**config.mk**
```make
export PLATFORM = sky130hd
export DESIGN_NAME = lsfs_top
export DESIGN_NICKNAME = d
export VERILOG_FILES = /design/src/hdl/lsfs_pkg.sv /design/src/hdl/lsfs_top.sv
export SDC_FILE = /design/constraint.sdc
export NUM_CORES = 1
export LEC_CHECK = 0
export ABC_AREA = 1
export BUFFER_PORTS_ARGS = -buffer_cell sky130_fd_sc_hd__buf_4
export CORE_AREA = 4 4 128 130
export DETAILED_ROUTE_END_ITERATION = 10
export DIE_AREA = 0 0 132 134
export SLEW_MARGIN = 15
export SYNTH_ARGS = -nofsm -noshare
export SYNTH_HDL_FRONTEND = slang
export SYNTH_SLANG_ARGS = --single-unit
```
**constraint.sdc**
```tcl
create_clock -name pclk -period 2.3 [get_ports pclk]
set_input_delay 0.23 -clock pclk [delete_from_list [all_inputs] [get_ports pclk]]
set_output_delay 0.23 -clock pclk [all_outputs]
set_load 0.01 [all_outputs]
```
**src/hdl/lsfs_pkg.sv**
```systemverilog
// Package of constants for the load switch fault supervisor
package lsfs_pkg;
  // ----------------------------------------------------------------
  // Timing
  // ----------------------------------------------------------------
  localparam int unsigned CLK_MHZ = 250;
  localparam int unsigned BLANK_MS = 100;
  localparam int unsigned RETRY_MS = 1500;
  localparam longint unsigned BLANK_CYC = 64'(BLANK_MS) * 1000 * CLK_MHZ;
  localparam longint unsigned RETRY_CYC = 64'(RETRY_MS) * 1000 * CLK_MHZ;
  localparam int CNT_W = 32;
  localparam int SYNC_W = 7;
  // ----------------------------------------------------------------
  // Register map
  // ----------------------------------------------------------------
  localparam logic [11:0] CTRL_OFS = 12'h000;
  localparam logic [11:0] STAT_OFS = 12'h004;
  localparam int CTRL_ENA_BIT = 0;
  localparam logic [31:0] CTRL_RST = 32'h0000_0000;
  // Sequencer states
  typedef enum logic [2:0] {
    ST_IDLE = 3'b000,
    ST_CHECK = 3'b001,
    ST_ON = 3'b010,
    ST_BLANK = 3'b011,
    ST_RETRY = 3'b100,
    ST_BATT = 3'b101
  } lsfs_state_t;
endpackage

```
**src/hdl/lsfs_top.sv**
```systemverilog
// Fault supervisor for a high-side load switch
//
// Behaviour
// RULE1 - Open-load flag drives open_load_n low.
// RULE2 - Open load is only reported; the switch stays on.
// RULE3 - Fixed variant: open load below 20mV sense drop, via comparator.
// RULE4 - Short-current comparator starts the blanking timer.
// RULE5 - Current limit active while blanking runs.
// RULE6 - Short lasting all of blanking: short_fault_n low, switch off.
// RULE7 - Short clearing early resets blanking, no fault.
// RULE8 - After blanking expiry, retry interval off, then turn on.
// RULE9 - Persisting short repeats; indicator stays low through cycle.
// RULE10 - Blanking starts above the limit even below double limit.
// RULE11 - Blanking 100ms, retry 1500ms, fixed.
// RULE12 - Output-versus-supply check before every turn-on.
// RULE13 - Check runs on retry end and thermal recovery too.
// RULE14 - Failed check: switch off, both indicators low.
// RULE15 - Over-temperature turns the switch off at once.
// RULE16 - Re-enable only after temperature flag clears.
// RULE17 - Power-down input high keeps the switch off.
// RULE18 - Host holds power-down input low to operate.
// RULE19 - Undervoltage keeps switch and charge pump off.
// RULE20 - Overvoltage disables switch and charge pump at once.
// RULE21 - Flags synchronised; intervals counted in clock cycles.
// RULE22 - Lockouts force switch off and sequencer idle.
//
// Implementation choices: the placing of the registers and the APB slave port.
`timescale 1ns/1ps
module lsfs_top
  import lsfs_pkg::*;
#(
  parameter longint unsigned BLANK_CYCLES = BLANK_CYC,
  parameter longint unsigned RETRY_CYCLES = RETRY_CYC
) (
  // Clock and reset
  input wire logic pclk,
  input wire logic presetn,
  // APB slave
  input wire logic psel,
  input wire logic penable,
  input wire logic pwrite,
  input wire logic [11:0] paddr,
  input wire logic [31:0] pwdata,
  output logic [31:0] prdata,
  output logic pready,
  output logic pslverr,
  // Analog comparator and lockout flags
  input wire logic power_down_input,
  input wire logic open_load_cmp,
  input wire logic short_cmp,
  input wire logic out_above_supply_cmp,
  input wire logic over_temp_cmp,
  input wire logic undervoltage_lockout,
  input wire logic overvoltage_lockout,
  // Switch control and fault indicators
  output logic switch_on,
  output logic charge_pump_on,
  output logic current_limit_on,
  output logic short_fault_n,
  output logic open_load_n
);
  // ----------------------------------------------------------------
  // Flag synchronisers
  // ----------------------------------------------------------------
  logic [SYNC_W-1:0] raw_flags;
  logic [SYNC_W-1:0] sync1_r;
  logic [SYNC_W-1:0] sync2_r;
  assign raw_flags = {power_down_input, open_load_cmp, short_cmp,
                      out_above_supply_cmp, over_temp_cmp,
                      undervoltage_lockout, overvoltage_lockout};
  // Two flops per flag; only sync2 is read by logic
  always_ff @(posedge pclk or negedge presetn) begin
    if (!presetn) begin
      sync1_r <= '0;
      sync2_r <= '0;
    end else begin
      sync1_r <= raw_flags; // RULE21
      sync2_r <= sync1_r;
    end
  end
  wire pd_s = sync2_r[6];
  wire ol_s = sync2_r[5];
  wire sc_s = sync2_r[4];
  wire batt_s = sync2_r[3];
  wire ot_s = sync2_r[2];
  wire uv_s = sync2_r[1];
  wire ov_s = sync2_r[0];

  // ----------------------------------------------------------------
  // APB registers
  // ----------------------------------------------------------------
  logic [31:0] ctrl_r;
  logic [31:0] prdata_nxt;
  logic pready_r;
  logic pslverr_r;
  logic [31:0] prdata_r;
  wire setup = psel && !penable;
  wire hit_ctrl = paddr == CTRL_OFS;
  wire hit_stat = paddr == STAT_OFS;
  wire unmapped = !(hit_ctrl || hit_stat);
  wire acc_done = psel && penable && pready_r;
  // Software enable acts like the host's power-down being released
  wire sw_off = !ctrl_r[CTRL_ENA_BIT];
  lsfs_state_t state_r;
  lsfs_state_t state_nxt;
  wire [31:0] stat_word = {20'h0_0000, 1'b0, state_r, ov_s, uv_s, ot_s,
                           sc_s, ol_s, pd_s, short_fault_n, open_load_n};
  assign prdata_nxt = hit_ctrl ? ctrl_r : (hit_stat ? stat_word : 32'h0);
  // No wait state: ready rises in the first access cycle
  always_ff @(posedge pclk or negedge presetn) begin
    if (!presetn) begin
      ctrl_r <= CTRL_RST;
      pready_r <= 1'b0;
      pslverr_r <= 1'b0;
      prdata_r <= 32'h0;
    end else begin
      pready_r <= setup;
      pslverr_r <= setup && unmapped;
      if (setup) prdata_r <= pwrite ? 32'h0 : prdata_nxt;
      if (acc_done && pwrite && hit_ctrl) ctrl_r <= pwdata;
    end
  end
  assign prdata = prdata_r;
  assign pready = pready_r;
  assign pslverr = pslverr_r;

  // ----------------------------------------------------------------
  // Sequencer
  // ----------------------------------------------------------------
  // Lockouts override the short-circuit sequence entirely
  wire lockout = pd_s || uv_s || ov_s || ot_s || sw_off; // RULE22
  logic [CNT_W-1:0] cnt_r;
  logic [CNT_W-1:0] cnt_nxt;
  logic short_lat_r;
  logic short_lat_nxt;
  wire blank_end = cnt_r == CNT_W'(BLANK_CYCLES - 1);
  wire retry_end = cnt_r == CNT_W'(RETRY_CYCLES - 1);

  always_comb begin
    state_nxt = state_r;
    cnt_nxt = cnt_r;
    short_lat_nxt = short_lat_r;
    if (lockout) begin
      state_nxt = ST_IDLE; // RULE15 RULE17 RULE19 RULE20
      cnt_nxt = '0;
      short_lat_nxt = 1'b0;
    end else begin
      case (state_r)
        // Leaving a lockout always passes through the battery check
        ST_IDLE: begin
          state_nxt = ST_CHECK; // RULE16 RULE13
        end
        ST_CHECK: begin
          cnt_nxt = '0;
          if (batt_s) begin
            state_nxt = ST_BATT; // RULE12 RULE14
          end else begin
            state_nxt = ST_ON;
          end
        end
        ST_ON: begin
          cnt_nxt = '0;
          if (sc_s) begin
            state_nxt = ST_BLANK; // RULE4 RULE10
          end else begin
            short_lat_nxt = 1'b0; // RULE9
          end
        end
        ST_BLANK: begin
          if (!sc_s) begin
            state_nxt = ST_ON; // RULE7
            cnt_nxt = '0;
          end else if (blank_end) begin
            state_nxt = ST_RETRY; // RULE6 RULE11
            cnt_nxt = '0;
            short_lat_nxt = 1'b1;
          end else begin
            cnt_nxt = cnt_r + 1'b1;
          end
        end
        ST_RETRY: begin
          if (retry_end) begin
            state_nxt = ST_CHECK; // RULE8 RULE13
            cnt_nxt = '0;
          end else begin
            cnt_nxt = cnt_r + 1'b1;
          end
        end
        // Stays off while output still sits at supply, re-checks after
        ST_BATT: begin
          if (!batt_s) state_nxt = ST_CHECK;
        end
        default: state_nxt = ST_IDLE;
      endcase
    end
  end

  always_ff @(posedge pclk or negedge presetn) begin
    if (!presetn) begin
      state_r <= ST_IDLE;
      cnt_r <= '0;
      short_lat_r <= 1'b0;
    end else begin
      state_r <= state_nxt;
      cnt_r <= cnt_nxt;
      short_lat_r <= short_lat_nxt;
    end
  end

  // ----------------------------------------------------------------
  // Outputs, all registered
  // ----------------------------------------------------------------
  wire on_nxt = (state_nxt == ST_ON) || (state_nxt == ST_BLANK);
  wire batt_nxt = state_nxt == ST_BATT;
  // Open load only flags; it never touches on_nxt
  wire ol_ind_nxt = (on_nxt && ol_s) || batt_nxt; // RULE1 RULE2 RULE3
  wire sc_ind_nxt = short_lat_nxt || batt_nxt; // RULE9 RULE14
  always_ff @(posedge pclk or negedge presetn) begin
    if (!presetn) begin
      switch_on <= 1'b0;
      charge_pump_on <= 1'b0;
      current_limit_on <= 1'b0;
      short_fault_n <= 1'b1;
      open_load_n <= 1'b1;
    end else begin
      switch_on <= on_nxt;
      charge_pump_on <= !lockout; // RULE19 RULE20
      current_limit_on <= state_nxt == ST_BLANK; // RULE5
      short_fault_n <= !sc_ind_nxt; // RULE6
      open_load_n <= !ol_ind_nxt;
    end
  end
endmodule
```
* Word level (Yosys, flattened, before mapping)
Index checks and enable logic that the tools add are counted.
** Storage, ports and cells
- Word-level logic and storage cells :: 72
- Register bits after elaboration :: 121
- Output and inout bits :: 39
** Operators by class
- Equality and inequality tests :: 11
- Mux-type cells :: 21
- Reduce and logical (&&, ||, !) cells :: 25
- Add/subtract/negate cells :: 1
** Operators with widths (count)
- $mux W32 :: 6
- $pmux W32 S3 :: 1
- $add A32 B1 Y32 const B :: 1
- $eq A32 B25 Y1 const B :: 1
- $eq A32 B29 Y1 const B :: 1
- $mux W3 :: 7
- $pmux W3 S6 :: 1
- $eq A12 B3 Y1 const B :: 1
- $eq A3 B2 Y1 const B :: 4
- $logic_not A12 Y1 :: 1
- $mux W11 :: 1
- $eq A3 B3 Y1 const B :: 3
- $logic_or A1 B1 Y1 :: 8
- $logic_and A1 B1 Y1 :: 7
- $logic_not A1 Y1 :: 6
- $mux W1 :: 4
- $reduce_bool A4 Y1 :: 1
- $eq A3 B1 Y1 const B :: 1
- $logic_not A3 Y1 :: 1
- $pmux W1 S2 :: 1
- $reduce_or A2 Y1 :: 1

* Depth between registers and ports, before layout
- Depth after elaboration :: 10
- Gate-level depth with buffers :: 13
- Depth with buffers taken out :: 13

* Least setup slack after synthesis
OpenSTA, ideal clock, no wires.
- Kind :: register to register
- Start point :: register cnt_r[0]
- End point :: register cnt_r[8]
- Path buffers :: 1
- Library setup time :: 122 ps
- Arrival time :: 1618 ps
- Slack :: 560 ps
- Period minus slack after synthesis :: 1740 ps
- Stages on the path, launching flop included :: 14
- Cell sequence :: dfrtp_1 -> ha_1 -> inv_1 -> nor2_4 -> nand2_2 -> nor2_2 -> nand2_1 -> nand2_2 -> nand2_4 -> nand2_4 -> nand2_4 -> inv_4 -> buf_12 -> nor2_2
** On the way
- Cells in the longest elaborated chain, start to end :: 5
- Elaborated cells between the ends (all ways) :: 8
- Those cells by class :: add/sub (1); eq/ne (2); mux (5)
** Ends and longest elaborated chain
- start: declaration :: RTL line lsfs_top.sv:132 : logic [CNT_W-1:0] cnt_r;
- start signal: assignment :: RTL line lsfs_top.sv:205 : cnt_r <= cnt_nxt;
- $add A32 B1 Y32 / $eq A32 B25 Y1 (equally long branches) :: RTL line lsfs_top.sv:178, lsfs_top.sv:186, lsfs_top.sv:136
- $mux W32 :: RTL line lsfs_top.sv:173 : end else if (blank_end) begin
- $mux W32 :: RTL line lsfs_top.sv:170 : if (!sc_s) begin
- $pmux W32 S3 (*) :: RTL line lsfs_top.sv:148 : case (state_r)
- $mux W32 (*) :: RTL line lsfs_top.sv:143 : if (lockout) begin
Mark *: on every way between the ends. The rest lies on a longest branch, timed or not.
A chain may end at the register's enable or synchronous reset.

* Worst setup path in the final report
- Start point :: register cnt_r[0]
- End point :: register cnt_r[31]
The elaborated chain is that of the path after synthesis.

==> results.md <==
- Critical path capture point type: flip-flop
- Fmax: 486 MHz
- Largest area contributor in the netlist: dfrtp_1
- Fillers: 1459
- Final worst setup slack: 0.243 ns
- FF-to-FF setup slack: 0.24 ns
- Pre-antenna DRT Iters: 4
- Root Driver: clkbuf_16
- Fin. max-slew vios: 0
- Hold Path Sink: ctrl_r[8]$_DFFE_PN0P_
- Initial core utilization: 39.5%
- Count leader, synth: nand2_1
- Sequential share of the synthesized area: 50.6%
- Critical Path RT: 2.59 ns
- N_diodes: 0
- Share of the synthesized area in the top cell type: 49.7%
- Outcome: finished clean
- Largest net degree at the start of global routing: 50
- DR WL/cell: 15.9 um
- Maximum Capacitance Violations: 0
- CTS tree: yes
- Total track usage: 19.4%
- Fin. Hold Viols: 0
- Most frequent cells after synthesis: 135 x nand2_1, 119 x dfrtp_1, 90 x nor2_1
- HP Start: pwdata[8]
- Cell count of the worst reg-to-reg path: 12
- Die height: 134 um
- CTS H-tree depth: 4
- Synth Cell Area: 0.00599 mm^2
- Gate Count Post-Synth: 716
- Post-DP HPWL: 12200 um
- Final ANT Viol Nets: 0
- Die extent in x: 132 um
- Ys Warns: 0
- Crit-path max FO: 13
- Kind of critical path: reg2reg
- Seq. cell area: 0.00303 mm^2
- Worst R2R Start: cnt_r[0]$_DFFE_PN0P_
- IO buf count: 94
- Worst Clk Skew: 0.00799 ns
- I/O pins: 95
- Die area: 0.0177 mm^2
- CP startpoint kind: flip-flop
- DRC viols: 0
- Power Dens Cells: 643 mW/mm^2
- Top cells by area, synth: dfrtp_1 50%, nand2_1 8.5%, nor2_1 5.6%, inv_1 5.2%, o21ai_0 4.3%
- Ys async rst share: 100%
- Clock buffer depth: 2
- Number of synthesized flops with an enable pin: 0
- Number of global-route vias before repair: 5248
- CP Data Arrival Time: 2.35 ns
- Clock sink count: 121
- Post-CTS Resized: 0
- Synth Net Count: 773
- Endpoints failing setup: 0
- Vias per inst: 5.07
- Routability cong.: 0.935
- Pre-CTS setup slack: 0.255 ns
- Via count: 5210
- Worst R2R End: cnt_r[31]$_DFFE_PN0P_
- Grt ovf: 0
- #FFs+latches synth: 121
- Ys flop type: dfrtp_1
- Hold bufs inserted after CTS: 8
- RSZ-0062 raised after global routing: no
- Final WL: 16300 um
- CTS buffer count: 17
- Peak VDD IR: 0.457 mV
- Fin crit share: 89.4%
- Worst Max-Slew Pin Slew: 0.646 ns
- Core region area: 0.0151 mm^2
- Final min period: 2.06 ns
- Worst Hold Depth: 2
- Drt first-iter violations: 333
- Reg clk slew, reported paths: 0.06 ns
- Layout cells sized above 1: 22.6%
- Syn Area/Cell: 8.36 um^2
- Post-CTS setup buffer count: 0
- Footprint of the multi-input gates: 0.00249 mm^2
- Nets: 885
- Area grow syn2layout: 26.4%
- Hold crit path type: in2reg
- Total Neg Setup Slack: 0 ns
- First-pass GRT wire length: 27400 um
- FP Rows: 45
- Initial antenna violation count: 0
- Clk_lat worst skew: 0.42 ns
- Distinct cells, synth: 43
- Cell leakage power: 3.70 nW
- Rel. slew slack: 57.0%
-- layout make-up --
class	instances	share of cell area, %
clock buffers	21	6.08
clock inverters	10	1.26
inverters	90	4.50
multi-input cells	482	32.9
flip-flops and latches	121	40.0
well taps	188	3.11
repair buffers	116	12.1
-- worst max path at each step --
stage                            end  depth (start not counted)                 start  slack [ns]
2_1_floorplan   cnt_r[8]$_DFFE_PN0P_                         13  cnt_r[0]$_DFFE_PN0P_        0.56
3_3_place_gp   cnt_r[31]$_DFFE_PN0P_                         12  cnt_r[0]$_DFFE_PN0P_        0.33
3_5_place_dp   cnt_r[31]$_DFFE_PN0P_                         12  cnt_r[0]$_DFFE_PN0P_        0.25
4_1_cts        cnt_r[31]$_DFFE_PN0P_                         12  cnt_r[0]$_DFFE_PN0P_        0.24
5_1_grt        cnt_r[31]$_DFFE_PN0P_                         12  cnt_r[0]$_DFFE_PN0P_        0.06
6_report       cnt_r[31]$_DFFE_PN0P_                         12  cnt_r[0]$_DFFE_PN0P_        0.24
-- cells in the final DEF, fill, tap and decap left out, types with 7 or more instances in the layout --
cell	n
nand2_1	135
dfrtp_1	119
buf_4	106
nor2_1	90
inv_1	83
o21ai_0	51
nand3_1	43
a21oi_1	31
o31ai_1	21
nor2_2	19
nand4_1	18
clkbuf_16	17
nor3_1	15
xor2_1	13
dlygate4sd3_1	8
mux2_2	7
-- registers in the layout, indices dropped and copies added, names as in the netlist --
name,count
sync1_r,7
short_lat_r,1
state_r,3
ctrl_r,32
open_load_n,1
short_fault_n,1
pready,1
current_limit_on,1
charge_pump_on,1
prdata,32
cnt_r,32
switch_on,1
pslverr,1
sync2_r,7
-- per-layer routing --
layer | vias up | GRT usage [%] | part of all wire, %
met5 | - | 0 | 0
met4 | 0 | 8.34 | 2.6
met3 | 32 | 4.35 | 5.3
met2 | 159 | 29.9 | 46
met1 | 2463 | 26.5 | 46
li1 | 2556 | - | -
-- kinds of logic after synthesis --
kind of cell | share of synthesized area, %
AOI/OAI and AO/OA | 10.9
xor gates and xnor gates | 2.05
adders and majority gates | 0.209
buffers and inverters | 7.75
DFF | 50.6
muxes | 1.69
and+or+nand+nor | 26.7
-- stage by stage --
stage,power (mW),cell area [um^2],util (%),std cells,hold slack [ns]
floorplan,2.24,5990,-,716,-0.0656
global route,5.04,7570,50.0,1028,0.0121
finish,4.86,7570,50.0,1028,0.0295
global placement,2.39,6930,45.8,989,0.294
CTS,4.92,7570,50.0,1028,0.0107
detailed placement,2.39,6930,45.8,989,0.299
-- where the power goes --
group / internal (mW) / total [mW] / switching, mW
clock: 1.54 / 2.50 / 0.965
sequential: 2.15 / 2.15 / 0.00815
combinational: 0.0921 / 0.207 / 0.115
total: 3.78 / 4.86 / 1.09
-- worst max-delay path: stages, from the launching register on --
cell and delay [ns]:
dfrtp_1 0.38, ha_1 0.25, inv_1 0.10, nor2_4 0.21, nand2_2 0.10, nor2_2 0.15
nand2_1 0.08, nand2_2 0.09, nand2_4 0.09, nand2_4 0.14, nand2_4 0.08, inv_4 0.17
nor2_1 0.08
No activity file was read; power rests on OpenSTA's default activity.
